File: src/core/lsmi_regs.vh
`ifndef LSMI_REGS_VH
`define LSMI_REGS_VH

// register offsets on the internal register port
`define LSMI_FAN_MASK_ADDR 8'h1a
`define LSMI_MISC_MASK_ADDR 8'h1b
`define LSMI_GPIO_LO_MASK_ADDR 8'h1c
`define LSMI_GPIO_HI_MASK_ADDR 8'h1d
`define LSMI_TEMP_OFFSET_ADDR 8'h1e
`define LSMI_TEMP_VALUE_ADDR 8'h1f
`define LSMI_VOLT_STATUS_ADDR 8'h20
`define LSMI_AIN_STATUS_ADDR 8'h21
`define LSMI_FAN_STATUS_ADDR 8'h22

// reset value of every register in this block
`define LSMI_RESET_VALUE 8'h00
// value read from an unmapped offset
`define LSMI_UNMAPPED_VALUE 8'h00

// misc event mask fields
`define LSMI_MISC_INT_TEMP_BIT 0
`define LSMI_MISC_BATTERY_BIT 1
`define LSMI_MISC_AIN_EIGHT_BIT 2
`define LSMI_MISC_THERMAL_ALARM_BIT 3
`define LSMI_MISC_AUTO_FAN_BIT 4
`define LSMI_MISC_CASE_INTRUSION_BIT 6
`define LSMI_MISC_PIN_SIXTEEN_BIT 7
// bit 5 is unused and reads back zero
`define LSMI_MISC_WRITABLE 8'hdf

// conversion result channel codes
`define LSMI_CH_REMOTE_ONE 5'h00
`define LSMI_CH_REMOTE_TWO 5'h01
`define LSMI_CH_AIN_BASE 5'h08
`define LSMI_CH_FAN_BASE 5'h10
`define LSMI_CH_BATTERY 5'h18
`define LSMI_CH_AIN_EIGHT 5'h19

// signed limits of the offset-corrected temperature
`define LSMI_TEMP_MAX 9'sh07f
`define LSMI_TEMP_MIN -9'sh080

`endif

File: src/core/lsmi_temp_adj.v
`timescale 1ns/1ps
`include "lsmi_regs.vh"

module lsmi_temp_adj #(
    parameter DW = 8
) (
    input wire clk,
    input wire rst,
    input wire raw_valid,
    input wire [DW-1:0] raw_value,
    input wire [DW-1:0] offset,
    input wire [DW-1:0] high_limit,
    input wire [DW-1:0] low_limit,
    output wire [DW-1:0] value,
    output wire out_of_limit,
    output wire done
);

reg [DW-1:0] value_reg;
reg oor_reg;
reg done_reg;
reg signed [DW:0] sum;
reg signed [DW-1:0] clamped;

////////////////////////////////////////////////////////////////////////////////
// saturate instead of wrap: a wrapped hot reading would look cold
always @* begin
    sum = $signed({raw_value[DW-1], raw_value}) + $signed({offset[DW-1], offset});
    if (sum > `LSMI_TEMP_MAX) begin
        clamped = {1'b0, {(DW-1){1'b1}}};
    end else if (sum < `LSMI_TEMP_MIN) begin
        clamped = {1'b1, {(DW-1){1'b0}}};
    end else begin
        clamped = sum[DW-1:0];
    end
end

always @(posedge clk) begin
    if (rst) begin
        value_reg <= `LSMI_RESET_VALUE;
        oor_reg <= 1'b0;
        done_reg <= 1'b0;
    end else begin
        done_reg <= raw_valid;
        if (raw_valid) begin
            value_reg <= clamped; // [RQ9]
            oor_reg <= (clamped > $signed(high_limit)) || (clamped < $signed(low_limit)); // [RQ9]
        end
    end
end

assign value = value_reg;
assign out_of_limit = oor_reg;
assign done = done_reg;

endmodule

File: src/core/lsmi_core.v
// Behaviour
// [RQ1] fan mask bits 0-7 block interrupts of tachometer channels 0-7
// [RQ2] misc mask bits 0,1,2 block internal temp, battery and analog eight
// [RQ3] misc mask bit 3 blocks thermal alarm engage/disengage interrupts
// [RQ4] misc mask bit 4 blocks automatic fan control on/off interrupts
// [RQ5] misc mask bit 6 blocks case intrusion interrupts
// [RQ6] misc mask bit 7 blocks general pin sixteen interrupts
// [RQ7] low pin mask bits 0-7 block general pins 0-7
// [RQ8] high pin mask bits 0-7 block general pins 8-15
// [RQ9] signed offset added to each internal temperature before store and compare
// [RQ10] latest corrected internal temperature readable, read only
// [RQ11] supply status bit is one when last conversion fell outside limits
// [RQ12] remote one status bit also set once on thermal alarm engage
// [RQ13] remote status bits also set once on thermal alarm disengage
// [RQ14] status bit 1 is remote two, or analog nine in voltage mode
// [RQ15] analog status bits 0-7 show analog inputs 0-7 out of limits
// [RQ16] fan status bits show tachometer above high limit, no low check
// [RQ17] masked channels keep updating status, only the interrupt is gated
// [RQ18] all masks, offset, value and status clear on reset; supply_irq_mask and analog_irq_mask are inputs and are not cleared here
`timescale 1ns/1ps
`include "lsmi_regs.vh"

module lsmi_core #(
    parameter DW = 8,
    parameter CW = 5
) (
    input wire clk,
    input wire rst,
    input wire [7:0] reg_addr,
    input wire reg_wr,
    input wire reg_rd,
    input wire [DW-1:0] reg_wdata,
    output wire [DW-1:0] reg_rdata,
    output wire reg_rvalid,
    input wire res_valid,
    input wire [CW-1:0] res_chan,
    input wire res_out_of_limit,
    input wire int_temp_valid,
    input wire [DW-1:0] int_temp_raw,
    input wire [DW-1:0] int_temp_high_limit,
    input wire [DW-1:0] int_temp_low_limit,
    input wire remote_diode_two_volt_mode,
    input wire [1:0] thermal_alarm_edge_remote,
    input wire [DW-1:0] supply_irq_mask,
    input wire [DW-1:0] analog_irq_mask,
    input wire thermal_alarm_status,
    input wire auto_fan_speed_control_status,
    input wire case_intrusion_status,
    input wire [16:0] general_pin_status,
    output wire irq,
    output wire [DW-1:0] int_temp_value,
    output wire int_temp_out_of_limit
);

////////////////////////////////////////////////////////////////////////////////
// helpers

function addr_hit;
    input [7:0] addr;
    input [7:0] target;
    begin
        addr_hit = (addr == target);
    end
endfunction

function chan_hit;
    input [CW-1:0] chan;
    input [CW-1:0] base;
    input integer idx;
    begin
        chan_hit = (chan == base + idx[CW-1:0]);
    end
endfunction

////////////////////////////////////////////////////////////////////////////////
// registers

reg [DW-1:0] fan_irq_mask_reg;
reg [DW-1:0] misc_event_irq_mask_reg;
reg [DW-1:0] gpio_low_irq_mask_reg;
reg [DW-1:0] gpio_high_irq_mask_reg;
reg [DW-1:0] internal_temp_offset_reg;
reg [DW-1:0] voltage_remote_temp_status_reg;
reg [DW-1:0] analog_input_status_reg;
reg [DW-1:0] fan_status_reg;
reg battery_status_reg;
reg ain_eight_status_reg;
reg [DW-1:0] rdata_reg;
reg rvalid_reg;
reg irq_reg;

wire [DW-1:0] voltage_remote_temp_status_next;
wire [DW-1:0] analog_input_status_next;
wire [DW-1:0] fan_status_next;
wire [DW-1:0] temp_value;
wire temp_oor;

////////////////////////////////////////////////////////////////////////////////
// writable registers

always @(posedge clk) begin
    if (rst) begin
        fan_irq_mask_reg <= `LSMI_RESET_VALUE; // [RQ18]
        misc_event_irq_mask_reg <= `LSMI_RESET_VALUE;
        gpio_low_irq_mask_reg <= `LSMI_RESET_VALUE;
        gpio_high_irq_mask_reg <= `LSMI_RESET_VALUE;
        internal_temp_offset_reg <= `LSMI_RESET_VALUE;
    end else if (reg_wr) begin
        if (addr_hit(reg_addr, `LSMI_FAN_MASK_ADDR)) begin
            fan_irq_mask_reg <= reg_wdata;
        end
        if (addr_hit(reg_addr, `LSMI_MISC_MASK_ADDR)) begin
            misc_event_irq_mask_reg <= reg_wdata & `LSMI_MISC_WRITABLE;
        end
        if (addr_hit(reg_addr, `LSMI_GPIO_LO_MASK_ADDR)) begin
            gpio_low_irq_mask_reg <= reg_wdata;
        end
        if (addr_hit(reg_addr, `LSMI_GPIO_HI_MASK_ADDR)) begin
            gpio_high_irq_mask_reg <= reg_wdata;
        end
        if (addr_hit(reg_addr, `LSMI_TEMP_OFFSET_ADDR)) begin
            internal_temp_offset_reg <= reg_wdata;
        end
    end
end

////////////////////////////////////////////////////////////////////////////////
// internal temperature: offset applied before store and limit compare

lsmi_temp_adj #(
    .DW(DW)
) u_temp_adj (
    .clk(clk),
    .rst(rst),
    .raw_valid(int_temp_valid),
    .raw_value(int_temp_raw),
    .offset(internal_temp_offset_reg),
    .high_limit(int_temp_high_limit),
    .low_limit(int_temp_low_limit),
    .value(temp_value),
    .out_of_limit(temp_oor),
    .done()
);

////////////////////////////////////////////////////////////////////////////////
// per-channel status, rewritten on every conversion result
// a thermal alarm edge in the same cycle as a result wins, so it is not lost

genvar i;
generate
    for (i = 0; i < DW; i = i + 1) begin : g_status
        wire volt_hit;
        wire ain_hit;
        wire fan_hit;
        wire ta_set;
        assign volt_hit = res_valid && chan_hit(res_chan, `LSMI_CH_REMOTE_ONE, i);
        assign ain_hit = res_valid && chan_hit(res_chan, `LSMI_CH_AIN_BASE, i);
        assign fan_hit = res_valid && chan_hit(res_chan, `LSMI_CH_FAN_BASE, i);
        if (i == 0) begin : g_remote_one
            assign ta_set = thermal_alarm_edge_remote[0]; // [RQ12] [RQ13]
        end else if (i == 1) begin : g_remote_two
            // analog nine mode has no thermal alarm
            assign ta_set = thermal_alarm_edge_remote[1] && !remote_diode_two_volt_mode; // [RQ14]
        end else begin : g_supply
            assign ta_set = 1'b0;
        end
        assign voltage_remote_temp_status_next[i] = ta_set ? 1'b1 :
            (volt_hit ? res_out_of_limit : voltage_remote_temp_status_reg[i]); // [RQ11] [RQ13]
        assign analog_input_status_next[i] = ain_hit ? res_out_of_limit :
            analog_input_status_reg[i]; // [RQ15]
        // fan comparator only flags above-high, so the input is taken as is
        assign fan_status_next[i] = fan_hit ? res_out_of_limit : fan_status_reg[i]; // [RQ16]
    end
endgenerate

always @(posedge clk) begin
    if (rst) begin
        voltage_remote_temp_status_reg <= `LSMI_RESET_VALUE; // [RQ18]
        analog_input_status_reg <= `LSMI_RESET_VALUE;
        fan_status_reg <= `LSMI_RESET_VALUE;
        battery_status_reg <= 1'b0;
        ain_eight_status_reg <= 1'b0;
    end else begin
        voltage_remote_temp_status_reg <= voltage_remote_temp_status_next;
        analog_input_status_reg <= analog_input_status_next;
        fan_status_reg <= fan_status_next;
        if (res_valid && res_chan == `LSMI_CH_BATTERY) begin
            battery_status_reg <= res_out_of_limit;
        end
        if (res_valid && res_chan == `LSMI_CH_AIN_EIGHT) begin
            ain_eight_status_reg <= res_out_of_limit;
        end
    end
end

////////////////////////////////////////////////////////////////////////////////
// interrupt: masks gate only the combined output, status keeps updating

reg irq_next;
always @* begin
    irq_next = 1'b0;
    irq_next = irq_next | (|(voltage_remote_temp_status_reg & ~supply_irq_mask)); // [RQ17]
    irq_next = irq_next | (|(analog_input_status_reg & ~analog_irq_mask));
    irq_next = irq_next | (|(fan_status_reg & ~fan_irq_mask_reg)); // [RQ1]
    irq_next = irq_next | (temp_oor &
        ~misc_event_irq_mask_reg[`LSMI_MISC_INT_TEMP_BIT]); // [RQ2]
    irq_next = irq_next | (battery_status_reg &
        ~misc_event_irq_mask_reg[`LSMI_MISC_BATTERY_BIT]); // [RQ2]
    irq_next = irq_next | (ain_eight_status_reg &
        ~misc_event_irq_mask_reg[`LSMI_MISC_AIN_EIGHT_BIT]); // [RQ2]
    irq_next = irq_next | (thermal_alarm_status &
        ~misc_event_irq_mask_reg[`LSMI_MISC_THERMAL_ALARM_BIT]); // [RQ3]
    irq_next = irq_next | (auto_fan_speed_control_status &
        ~misc_event_irq_mask_reg[`LSMI_MISC_AUTO_FAN_BIT]); // [RQ4]
    irq_next = irq_next | (case_intrusion_status &
        ~misc_event_irq_mask_reg[`LSMI_MISC_CASE_INTRUSION_BIT]); // [RQ5]
    irq_next = irq_next | (general_pin_status[16] &
        ~misc_event_irq_mask_reg[`LSMI_MISC_PIN_SIXTEEN_BIT]); // [RQ6]
    irq_next = irq_next | (|(general_pin_status[7:0] & ~gpio_low_irq_mask_reg)); // [RQ7]
    irq_next = irq_next | (|(general_pin_status[15:8] & ~gpio_high_irq_mask_reg)); // [RQ8]
end

always @(posedge clk) begin
    if (rst) begin
        irq_reg <= 1'b0;
    end else begin
        irq_reg <= irq_next;
    end
end

////////////////////////////////////////////////////////////////////////////////
// read port: data one cycle after the read strobe

reg [DW-1:0] rdata_next;
always @* begin
    case (reg_addr)
        `LSMI_FAN_MASK_ADDR: rdata_next = fan_irq_mask_reg;
        `LSMI_MISC_MASK_ADDR: rdata_next = misc_event_irq_mask_reg;
        `LSMI_GPIO_LO_MASK_ADDR: rdata_next = gpio_low_irq_mask_reg;
        `LSMI_GPIO_HI_MASK_ADDR: rdata_next = gpio_high_irq_mask_reg;
        `LSMI_TEMP_OFFSET_ADDR: rdata_next = internal_temp_offset_reg;
        `LSMI_TEMP_VALUE_ADDR: rdata_next = temp_value; // [RQ10]
        `LSMI_VOLT_STATUS_ADDR: rdata_next = voltage_remote_temp_status_reg; // [RQ11]
        `LSMI_AIN_STATUS_ADDR: rdata_next = analog_input_status_reg; // [RQ15]
        `LSMI_FAN_STATUS_ADDR: rdata_next = fan_status_reg; // [RQ16]
        default: rdata_next = `LSMI_UNMAPPED_VALUE;
    endcase
end

always @(posedge clk) begin
    if (rst) begin
        rdata_reg <= `LSMI_RESET_VALUE;
        rvalid_reg <= 1'b0;
    end else begin
        rvalid_reg <= reg_rd;
        if (reg_rd) begin
            rdata_reg <= rdata_next;
        end
    end
end

////////////////////////////////////////////////////////////////////////////////
// outputs

assign reg_rdata = rdata_reg;
assign reg_rvalid = rvalid_reg;
assign irq = irq_reg;
assign int_temp_value = temp_value;
assign int_temp_out_of_limit = temp_oor;

endmodule

File: config.mk
export PLATFORM = sky130hd
export DESIGN_NAME = lsmi_core
export DESIGN_NICKNAME = d
export VERILOG_FILES = /design/src/core/lsmi_temp_adj.v /design/src/core/lsmi_core.v
export VERILOG_INCLUDE_DIRS = /design/src /design/src/core
export SDC_FILE = /design/constraint.sdc
export NUM_CORES = 1
export LEC_CHECK = 0
export BUFFER_PORTS_ARGS = -buffer_cell sky130_fd_sc_hd__buf_2
export CAP_MARGIN = 20
export CORE_ASPECT_RATIO = 0.75
export CORE_UTILIZATION = 40
export CTS_CLUSTER_SIZE = 10
export DETAILED_ROUTE_END_ITERATION = 6
export HOLD_SLACK_MARGIN = 0.05
export SYNTH_ARGS = -nofsm -noshare
export SYNTH_HDL_FRONTEND = slang
export SYNTH_SLANG_ARGS = --single-unit
File: constraint.sdc
create_clock -name clk -period 5 [get_ports clk]
set_input_delay 1 -clock clk [delete_from_list [all_inputs] [get_ports clk]]
set_output_delay 1 -clock clk [all_outputs]
set_load 0.005 [all_outputs]
==> results.md, run 1 <==
- Run status: complete, no violations
- Setup skew after layout: 0.00586 ns
- Critical Path Max Stage Delay: around 0.37 ns
- WL met3: 1080 um
- Worst slew pin tran: approximately 0.88 ns
- Clock tree from TritonCTS: done
- Area leader, netlist: dfxtp_1
- Final Hold Slack: 0.469 ns
- Starting utilization of the core area: 0.410
- Share of the synthesized area in the top cell type: 0.333
- Die H: 99.3 um
- # nets final: about 830
- # clock sinks: 84
- Core region area: ~12000 sq um
- Crit Path Class: in2reg
- Post-synthesis net count: between 700 and 800
- Hpwl dp: around 13000 um
- Area grow syn2layout: 19.7%
- Worst voltage drop across the vdd grid: about 160 uV
- Power density over the cells: between 200 and 300 nW/um^2
- Number of synthesized flops with an enable pin: 0
- Number of buffers created by CTS: 9
- Row count: 35
- Fraction of final layout cells with drive strength greater than 1: 0.209
- Largest delay contributor family on the critical path: compound AO/OA/AOI/OAI gates
- Accumulated negative setup slack: 0 ns
- Clock latency of the later-clocked register in the worst-skew pair: around 0.35 ns
- Slowest-stage cell, CP: a311oi_1
- PostCTS Resize Cnt: 0
- Endpoints failing setup: 0
- Number of global-route vias before repair: roughly 4700
- Clock-pin slew on the worst setup and hold paths: about 0.060 ns
- Antenna violations before repair: 1
- Worst path required time: around 5.2 ns
- Cells taking the most area after synthesis: dfxtp_1 33%, mux2i_1 11%, nor2_1 5.9%
- Average detailed-routed wire length per instance: approximately 18 um
- Startpoint type of the worst setup path: input pin
- # hold bufs at CTS: 0
- Die X-Extent: around 130 um
- Top routing layer in use: met5
- Detailed-route via count: 4900
- Diode count: 0
- Post-synthesis sequential area ratio: 0.333
- Max FO, Critical Path: 7
- DR vias/cell: around 5.5
- Routability cong.: about 0.94
- Number of buffers on the longest clock path: 2
- Final Power: about 1600 uW
- Count of max-cap constraint violations: 0
- Number of DRC markers in iteration 0: around 410
- Maximum clock rate: 233 MHz
- Maximum number of pins on one net before global-route repair: 44
- Final Hold Viols: 0
- I/O pin count: 110
- Wire length on met1: slightly below 8000 um
- Post-synthesis async set-or-reset flop share: 0
- Total Routed Length: between 15000 and 20000 um
- Bufs and invs on worst path: 1
- Wire length of the first global-routing pass: ~25000 um
- Overflow left after global routing: 0
- Flop and latch count out of synthesis: between 80 and 90
- Detailed-routing iteration count for the pre-antenna-repair pass: 6
- Detailed route wirelength on metal2: 7120 um
- # H-tree levels: 3
- Die footprint: 13100 sq um
- Post-CTS Setup Bufs: 0
- Number of filler cells placed in the layout: approximately 1200
- Post-synth design cell area: roughly 5000 sq um
- Worst-case headroom to the max-slew limit: 0.410
- Leakage component of the power: around 0.0025 uW
- Final worst path period need: roughly 4.3 ns
- Final Max Slew Viols: 0
- Number of port buffers: around 110
- Total DRC errors in the routed layout: 0
- Setup repair after global routing missed its margin: no
- Synth Flop Type: dfxtp_1
- Cell breakdown of the critical path: buf_2 -> ha_1 -> a21o_1 -> a21o_2 -> a221o_1 -> or2_1 -> o21ai_0 -> nand2_1 -> ha_1 -> o21a_1 -> o21ai_0 -> and2_0 -> a311oi_1 -> nor3_1 -> a2111oi_2
- Number of nets with antenna violations after detailed routing: 0
- Class of the most critical hold timing path: reg2reg
- Count of mapped cells out of synthesis: around 620
- Kind of capture point of the worst setup path: flop
- Clock root buffer: clkbuf_16
- Arrival time worst endpoint: about 4.5 ns
- Overall routing resource usage: 0.256
- Count of yosys warnings during synthesis: 0
- Final Cycle Share: 0.857
- Synthesized area per cell: 8.11 sq um
- Post-synth cell types: 59
-- layout make-up --
cell class | count | area (sq um) | share of cell area
Tap cell | 166 | 208 | 0.0344
Multi-Input combinational cell | 441 | 3000 | 0.496
Clock buffer | 11 | 243 | 0.0402
Inverter | 69 | 259 | 0.0429
Timing Repair Buffer | 112 | 568 | 0.0941
Sequential cell | 84 | 1680 | 0.278
Clock inverter | 5 | 83.8 | 0.0139
-- worst reg2reg max path: stages, from the launching register on --
cell	delay, ns
dfxtp_1	0.40
ha_1	0.32
a21o_1	0.26
a21o_2	0.23
a221o_1	0.35
or2_1	0.32
o21ai_0	0.28
nand2_1	0.13
ha_1	0.31
o21a_1	0.11
o21ai_0	0.06
and2_0	0.15
a311oi_1	0.37
nor3_1	0.14
a2111oi_2	0.36
-- metrics by stage --
step / util / cells / cell area (sq um) / setup WS, ns
after detailed placement: 0.464 / 872 / 5710 / 0.381
after floorplan: - / 622 / 5040 / 0.857
after global placement: 0.464 / 872 / 5710 / 0.557
final: 0.491 / 888 / 6040 / 0.715
after CTS: 0.491 / 888 / 6040 / 0.748
after global routing: 0.491 / 888 / 6040 / 0.467
-- cells by family (layout without fill, tap and decap cells) --
family                   after synthesis  in the layout  share of synthesized area
AO/OA/AOI/OAI                        133            133                      0.185
buffers and inverters                 97            197                     0.0742
AND/OR/NAND/NOR                      213            213                      0.195
flip-flops                            84             84                      0.333
XOR/XNOR                               5              5                    0.00868
adder cells (fa/ha/maj)               26             26                     0.0655
multiplexers                          64             64                      0.139
-- cells in the final DEF (no fill, tap or decap), types with 5 or more instances in the layout --
cell | netlist | routed
inv_1 | 67 | 67
nand4_1 | 7 | 7
a311oi_1 | 5 | 5
mux2_2 | 7 | 7
mux2i_1 | 53 | 53
nor2b_1 | 8 | 8
a21oi_1 | 34 | 34
nor2_1 | 79 | 79
a21o_1 | 5 | 5
o22ai_1 | 14 | 14
ha_1 | 23 | 23
buf_2 | 5 | 109
a211oi_1 | 7 | 7
o21ai_0 | 19 | 19
clkbuf_16 | 0 | 9
nand2b_1 | 9 | 9
dfxtp_1 | 84 | 84
nand2_1 | 54 | 54
nand3_1 | 28 | 28
nor3_1 | 10 | 10
a221oi_1 | 14 | 14
a22oi_1 | 7 | 7
-- metal layers --
| metal | vias up | GRT usage |
|---|---|---|
| li1 | 2394 | - |
| met1 | 2313 | 0.359 |
| met2 | 167 | 0.392 |
| met3 | 24 | 0.0556 |
| met4 | 2 | 0.0787 |
| met5 | - | 0 |
-- final timing paths --
path / start / endpoint / slack (ns) / cells after the start
worst max register to register: internal_temp_offset_reg[4] / u_temp_adj.out_of_limit / 1.11 / 14
worst max-delay path: int_temp_raw[4] / u_temp_adj.out_of_limit / 0.71 / 15
worst min-delay path: reg_rdata[4] / reg_rdata[4] / 0.47 / 2
worst min register to register: reg_rdata[4] / reg_rdata[4] / 0.47 / 2
-- cell usage after synthesis, types with 5 or more instances --
cell type,n
dfxtp_1,84
nor2_1,79
inv_1,67
nand2_1,54
mux2i_1,53
a21oi_1,34
nand3_1,28
ha_1,23
clkbuf_1,22
o21ai_0,19
a221oi_1,14
o22ai_1,14
nor3_1,10
nand2b_1,9
nor2b_1,8
a211oi_1,7
a22oi_1,7
mux2_2,7
nand4_1,7
a21o_1,5
a311oi_1,5
buf_2,5
-- power by group --
part           switching, uW  internal, uW
sequential              9.93           679
clock                    286           453
combinational            125          84.4
total                    421          1220
Note: power is estimated with default switching activity, not from simulation.
==> run 2, diff against run 1 <==
--- a/config.mk
+++ b/config.mk
@@ -12,6 +12,7 @@
 export CORE_UTILIZATION = 40
 export CTS_CLUSTER_SIZE = 10
 export DETAILED_ROUTE_END_ITERATION = 6
+export GPL_TIMING_DRIVEN = 0
 export HOLD_SLACK_MARGIN = 0.05
 export SYNTH_ARGS = -nofsm -noshare
 export SYNTH_HDL_FRONTEND = slang
==> run 2 against run 1 <==
Routed wire length increased by 6.7%. First-iteration DRC count increased by 29%. Sequential power about the same. Non-clock buffer count increased by 20. Combinational power increased by 5%. Final cell count increased by 2.3%. Sequential share of layout area decreased by 0.29 points. Clock power about the same. Flip-flop and latch count unchanged. Maximum frequency decreased by 0.90%. Register-to-register slack got worse by 0.04 ns. Final area increased by 1.0%. Critical path type unchanged.
==> results.md, run 2 (synthesized netlist as in run 1, its figures left out) <==
- Maximum clock rate: 231 MHz (was 233 MHz)
- Worst path required time: 5.25 ns (was 5.24 ns)
- Accumulated negative setup slack: 0 ns (unchanged)
- Clock latency of the later-clocked register in the worst-skew pair: 0.35 ns (about the same)
- Detailed-routing iteration count for the pre-antenna-repair pass: 5 (was 6)
- Number of DRC markers in iteration 0: 532 (was 413)
- Busiest grt layer: met2 (unchanged)
- Worst hold path startpoint: misc_event_irq_mask_reg[2] (was reg_rdata[4])
- Startpoint type of the worst setup path: input pin (unchanged)
- Terminating pin of the worst hold path: misc_event_irq_mask_reg[2] (was reg_rdata[4])
- Start of the worst register-to-register path: internal_temp_offset_reg[4] (unchanged)
- Arrival time worst endpoint: 4.57 ns (was 4.53 ns)
- Max FO, Critical Path: 7 (unchanged)
- Final Hold Slack: 0.454 ns (was 0.469 ns)
- Area grow syn2layout: 20.9% (was 19.7%)
- Antenna violations before repair: 0 (was 1)
- Setup skew after layout: 0.00873 ns (was 0.00586 ns)
- Die H: 99.3 um (unchanged)
- Final Hold Viols: 0 (unchanged)
- Overflow left after global routing: 0 (unchanged)
- Endpoint of the lowest-slack register-to-register path: u_temp_adj.out_of_limit (unchanged)
- Post-CTS Setup Bufs: 0 (unchanged)
- Number of instances in the placed design: 892 (was 872)
- Final worst path period need: 4.32 ns (was 4.29 ns)
- Power density over the cells: 270 nW/um^2 (was 271 nW/um^2)
- Number of global-route vias before repair: 4819 (was 4675)
- Number of buffers created by CTS: 9 (unchanged)
- Row count: 35 (unchanged)
- Die X-Extent: 132 um (unchanged)
- PostCTS Resize Cnt: 0 (unchanged)
- DR vias/cell: 5.60 (was 5.52)
- Met1 Resource Use GR: 0.371 (was 0.359)
- Leakage component of the power: 0.00254 uW (was 0.00252 uW)
- Total Routed Length: 17400 um (was 16300 um)
- Number of filler cells placed in the layout: 1227 (was 1181)
- Core region area: 12300 sq um (unchanged)
- Average detailed-routed wire length per instance: 19.1 um (was 18.3 um)
- Final Max Slew Viols: 0 (unchanged)
- Final std cells w/o fill: 908 (was 888)
- Overall routing resource usage: 0.272 (was 0.256)
- Wire length of the first global-routing pass: 26700 um (was 25500 um)
- Worst voltage drop across the vdd grid: 193 uV (was 162 uV)
- Cell depth of the worst hold path: 2 (unchanged)
- Class of the most critical hold timing path: reg2reg (unchanged)
- Count of max-cap constraint violations: 0 (unchanged)
- Setup repair after global routing missed its margin: no (unchanged)
- Maximum number of pins on one net before global-route repair: 15 (was 44)
- Detailed-route via count: 5085 (was 4900)
- Total DRC errors in the routed layout: 0 (unchanged)
- Run status: complete, no violations (unchanged)
- Final Power: 1650 uW (was 1640 uW)
- Worst slew pin tran: 0.811 ns (was 0.877 ns)
- Met3 Track Usage GR: 0.0892 (was 0.0556)
- Final worst setup slack: 0.676 ns (was 0.715 ns)
- Number of cells on the worst reg-to-reg path: 15 (was 14)
- Clock-pin slew on the worst setup and hold paths: 0.06 ns (about the same)
- Hpwl dp: 13900 um (was 12700 um)
- Die footprint: 13100 sq um (unchanged)
- Worst-case headroom to the max-slew limit: 0.455 (was 0.410)
- Number of port buffers: 104 (was 109)
- Kind of capture point of the worst setup path: flop (unchanged)
- Reg-to-reg setup timing slack: 1.07 ns (was 1.11 ns)
- Most common library cell in the layout ignoring fill and taps: buf_2 (unchanged)
- # H-tree levels: 3 (unchanged)
- Routing usage on met2: 0.399 (was 0.392)
- Starting utilization of the core area: 0.410 (unchanged)
- Minimum setup slack after placement: 0.386 ns (was 0.381 ns)
- Clock tree from TritonCTS: done (unchanged)
- Final Cycle Share: 0.865 (was 0.857)
- Endpoints failing setup: 0 (unchanged)
- # nets final: 852 (was 832)
- Routability cong.: 0.931 (was 0.943)
- Diode count: 0 (unchanged)
- # hold bufs at CTS: 0 (unchanged)
- Fraction of final layout cells with drive strength greater than 1: 0.199 (was 0.209)
- Number of nets with antenna violations after detailed routing: 0 (unchanged)
- # clock sinks: 84 (unchanged)
- Crit Path Class: in2reg (unchanged)
- Most used cells in the layout excluding fill and tap cells: 109 x buf_2, 84 x dfxtp_1, 79 x nor2_1 (unchanged)
- I/O pin count: 110 (unchanged)
- Number of buffers on the longest clock path: 2 (unchanged)
- Clock root buffer: clkbuf_16 (unchanged)
[run 2: changes by cell type in the layout (fill, tap and decap cells not counted)]
cell	delta
buf_4	-2
nor4_2	-1
clkinv_4	+2
inv_6	-1
clkbuf_1	+22
clkinvlp_4	-1
nor4_1	+1
[run 2: per-layer routing]
layer,share of wire,vias to the layer above
li1,-,2439
met1,0.46,2394
met2,0.42,223
met3,0.093,29
met4,0.023,0
met5,0,-
[run 2: final cells by class]
type	instances	area, sq um	share of cell area
multi-input combinational	441	2990	0.490
sequential	84	1680	0.276
timing repair buffer	104	520	0.0853
inverter	69	259	0.0425
clock buffer	11	243	0.0398
tap	166	208	0.0340
buffer	28	115	0.0189
clock inverter	5	85.1	0.0139
[run 2: stage by stage]
| stage | area, sq um | utilization |
|---|---|---|
| after floorplan | 5040 | - |
| after global placement | 5770 | 0.469 |
| after detailed placement | 5770 | 0.469 |
| after CTS | 6100 | 0.496 |
| after global routing | 6100 | 0.496 |
| final | 6100 | 0.496 |
[run 2: worst max path at each step]
stage | startpoint | endpoint | slack, ns | depth (start not counted)
final | int_temp_raw[4] | u_temp_adj.out_of_limit | 0.68 | 16
after global routing | int_temp_raw[4] | u_temp_adj.out_of_limit | 0.47 | 16
after CTS | int_temp_raw[4] | u_temp_adj.out_of_limit | 0.74 | 16
after detailed placement | int_temp_raw[4] | u_temp_adj.out_of_limit | 0.39 | 16
after global placement | int_temp_raw[4] | u_temp_adj.out_of_limit | 0.39 | 16
after floorplan | int_temp_raw[4] | u_temp_adj.out_of_limit | 0.86 | 15
[run 2: critical path: stages]
cell,delay (ns)
buf_2,0.10
ha_1,0.35
a21o_1,0.25
a21o_2,0.23
a221o_1,0.35
or2_1,0.24
buf_4,0.16
o21ai_0,0.32
nand2_1,0.17
ha_1,0.33
o21a_1,0.13
o21ai_0,0.06
and2_0,0.15
a311oi_1,0.30
nor3_1,0.11
a2111oi_2,0.32
[run 2: power by group]
part	leakage [uW]	internal (uW)	switching [uW]	total [uW]
combinational	0.00170	87.5	132	220
sequential	0.000680	679	9.59	688
clock	0.000156	453	285	739
total	0.00254	1220	427	1650
==> run 3, diff against run 2 <==
--- a/config.mk
+++ b/config.mk
@@ -9,11 +9,12 @@
 export BUFFER_PORTS_ARGS = -buffer_cell sky130_fd_sc_hd__buf_2
 export CAP_MARGIN = 20
 export CORE_ASPECT_RATIO = 0.75
-export CORE_UTILIZATION = 40
+export CORE_UTILIZATION = 45
 export CTS_CLUSTER_SIZE = 10
 export DETAILED_ROUTE_END_ITERATION = 6
 export GPL_TIMING_DRIVEN = 0
 export HOLD_SLACK_MARGIN = 0.05
+export PLACE_DENSITY = 0.68
 export SYNTH_ARGS = -nofsm -noshare
 export SYNTH_HDL_FRONTEND = slang
 export SYNTH_SLANG_ARGS = --single-unit
==> run 3 against run 2 <==
Combinational power is essentially flat. Highest routed layer unchanged. Final cell count is 3.0% lower. Flip-flop and latch count unchanged. Clock skew is 0.0023 ns higher. Sequential power is essentially flat. Non-clock buffer count unchanged. Routed wire length is 1.5% lower. Worst hold slack better by 0.0046 ns.
==> results.md, run 3 (synthesized netlist as in run 1, its figures left out) <==
- Accumulated negative setup slack: 0 ns (unchanged)
- Setup repair after global routing missed its margin: no (unchanged)
- Most common library cell in the layout ignoring fill and taps: buf_2 (unchanged)
- Total non-filler cell area in the finished layout: 6060 sq um (was 6100 sq um)
- Reg-to-reg setup timing slack: 1.10 ns (was 1.07 ns)
- Antenna violations before repair: 0 (unchanged)
- Diode count: 0 (unchanged)
- Die footprint: 11600 sq um (was 13100 sq um)
- # hold bufs at CTS: 0 (unchanged)
- Total Routed Length: 17100 um (was 17400 um)
- Crit Path Class: in2reg (unchanged)
- Worst-case headroom to the max-slew limit: 0.430 (was 0.455)
- Final worst path period need: 4.29 ns (was 4.32 ns)
- Clock root buffer: clkbuf_16 (unchanged)
- Setup skew after layout: 0.0110 ns (was 0.00873 ns)
- Final Max Slew Viols: 0 (unchanged)
- Core region area: 10900 sq um (was 12300 sq um)
- Final Hold Viols: 0 (unchanged)
- DR vias/cell: 5.85 (was 5.60)
- Top routing layer in use: met4 (unchanged)
- Arrival time worst endpoint: 4.53 ns (was 4.57 ns)
- Starting utilization of the core area: 0.463 (was 0.410)
- PostCTS Resize Cnt: 0 (unchanged)
- Worst slew pin tran: 0.846 ns (was 0.811 ns)
- Clock latency of the later-clocked register in the worst-skew pair: 0.35 ns (about the same)
- Run status: complete, no violations (unchanged)
- Clock tree from TritonCTS: done (unchanged)
- Number of global-route vias before repair: 4795 (was 4819)
- # nets final: 852 (unchanged)
- Max FO, Critical Path: 7 (unchanged)
- I/O pin count: 110 (unchanged)
- Leakage component of the power: 0.00254 uW (about the same)
- # clock sinks: 84 (unchanged)
- Number of buffers on the longest clock path: 2 (unchanged)
- WL met3: 1720 um (was 1620 um)
- Detailed-route via count: 5154 (was 5085)
- Kind of capture point of the worst setup path: flop (unchanged)
- Final Cycle Share: 0.857 (was 0.865)
- Maximum number of pins on one net before global-route repair: 15 (unchanged)
- Clock-pin slew on the worst setup and hold paths: 0.06 ns (about the same)
- Number of port buffers: 104 (unchanged)
- Maximum clock rate: 233 MHz (was 231 MHz)
- Hpwl dp: 13700 um (was 13900 um)
- Power density over the cells: 270 nW/um^2 (about the same)
- Number of filler cells placed in the layout: 1054 (was 1227)
- Die H: 93.7 um (was 99.3 um)
- Average detailed-routed wire length per instance: 19.4 um (was 19.1 um)
- Startpoint type of the worst setup path: input pin (unchanged)
- Number of nets with antenna violations after detailed routing: 0 (unchanged)
- Worst voltage drop across the vdd grid: 156 uV (was 193 uV)
- Row count: 33 (was 35)
- Overall routing resource usage: 0.295 (was 0.272)
- Detailed-routing iteration count for the pre-antenna-repair pass: 5 (unchanged)
- Total DRC errors in the routed layout: 0 (unchanged)
- Area grow syn2layout: 20.2% (was 20.9%)
- # H-tree levels: 3 (unchanged)
- Routability cong.: 0.971 (was 0.931)
- Detailed route wirelength on metal2: 7320 um (was 7310 um)
- Wire length on met1: 7760 um (was 8040 um)
- Overflow left after global routing: 0 (unchanged)
- Most used cells in the layout excluding fill and tap cells: 109 x buf_2, 84 x dfxtp_1, 79 x nor2_1 (unchanged)
- Worst path required time: 5.24 ns (was 5.25 ns)
- Count of max-cap constraint violations: 0 (unchanged)
- Class of the most critical hold timing path: reg2reg (unchanged)
- Endpoints failing setup: 0 (unchanged)
- Post-CTS Setup Bufs: 0 (unchanged)
- Number of DRC markers in iteration 0: 501 (was 532)
- Die X-Extent: 124 um (was 132 um)
- Number of buffers created by CTS: 9 (unchanged)
- Wire length of the first global-routing pass: 26200 um (was 26700 um)
- Fraction of final layout cells with drive strength greater than 1: 0.200 (was 0.199)
- Area after detailed placement: 5740 sq um (was 5770 sq um)
## run 3: worst max-delay path, cell delays in order
cell	delay [ns]
buf_2	0.10
ha_1	0.35
a21o_1	0.25
a21o_2	0.22
a221o_1	0.36
or2_1	0.22
buf_4	0.15
o21ai_0	0.24
nand2_1	0.18
ha_1	0.33
o21a_1	0.12
o21ai_0	0.06
and2_0	0.15
a311oi_1	0.34
nor3_1	0.12
a2111oi_2	0.33
## run 3: worst paths after layout
| path | cells past startpoint | startpoint | endpoint |
|---|---|---|---|
| setup / recovery | 16 | int_temp_raw[4] | u_temp_adj.out_of_limit |
| hold reg to reg | 2 | reg_rdata[4] | reg_rdata[4] |
| hold / removal | 2 | reg_rdata[4] | reg_rdata[4] |
| setup reg to reg | 15 | internal_temp_offset_reg[4] | u_temp_adj.out_of_limit |
## run 3: through the flow
stage | hold slack (ns) | util | total power (uW) | instances | worst slack, ns
floorplan | 0.432 | - | 822 | 622 | 0.857
global placement | 0.443 | 0.527 | 911 | 866 | 0.491
detailed placement | 0.456 | 0.527 | 918 | 866 | 0.424
CTS | 0.464 | 0.556 | 1640 | 881 | 0.747
global route | 0.491 | 0.556 | 1700 | 881 | 0.512
finish | 0.458 | 0.556 | 1640 | 881 | 0.713
## run 3: layout make-up
| cell class | instances | area (sq um) | area share |
|---|---|---|---|
| Sequential cell | 84 | 1680 | 0.277 |
| Clock buffer | 10 | 239 | 0.0394 |
| Timing Repair Buffer | 104 | 520 | 0.0858 |
| Tap cell | 140 | 175 | 0.0289 |
| Clock inverter | 5 | 85.1 | 0.0140 |
| Inverter | 69 | 259 | 0.0427 |
| Multi-Input combinational cell | 441 | 2990 | 0.493 |
| Buffer | 28 | 115 | 0.0190 |
## run 3: metal layers
metal  vias up  track usage
li1       2425            -
met1      2451        0.410
met3        30       0.0752
met5         -            0
met4         0       0.0853
met2       248        0.450
## run 3: power breakdown
part           switching (uW)  total, uW  leakage, uW  internal (uW)
logic                     133        220      0.00170           87.5
clock network             280        732     0.000155            451
registers                9.53        688     0.000680            679
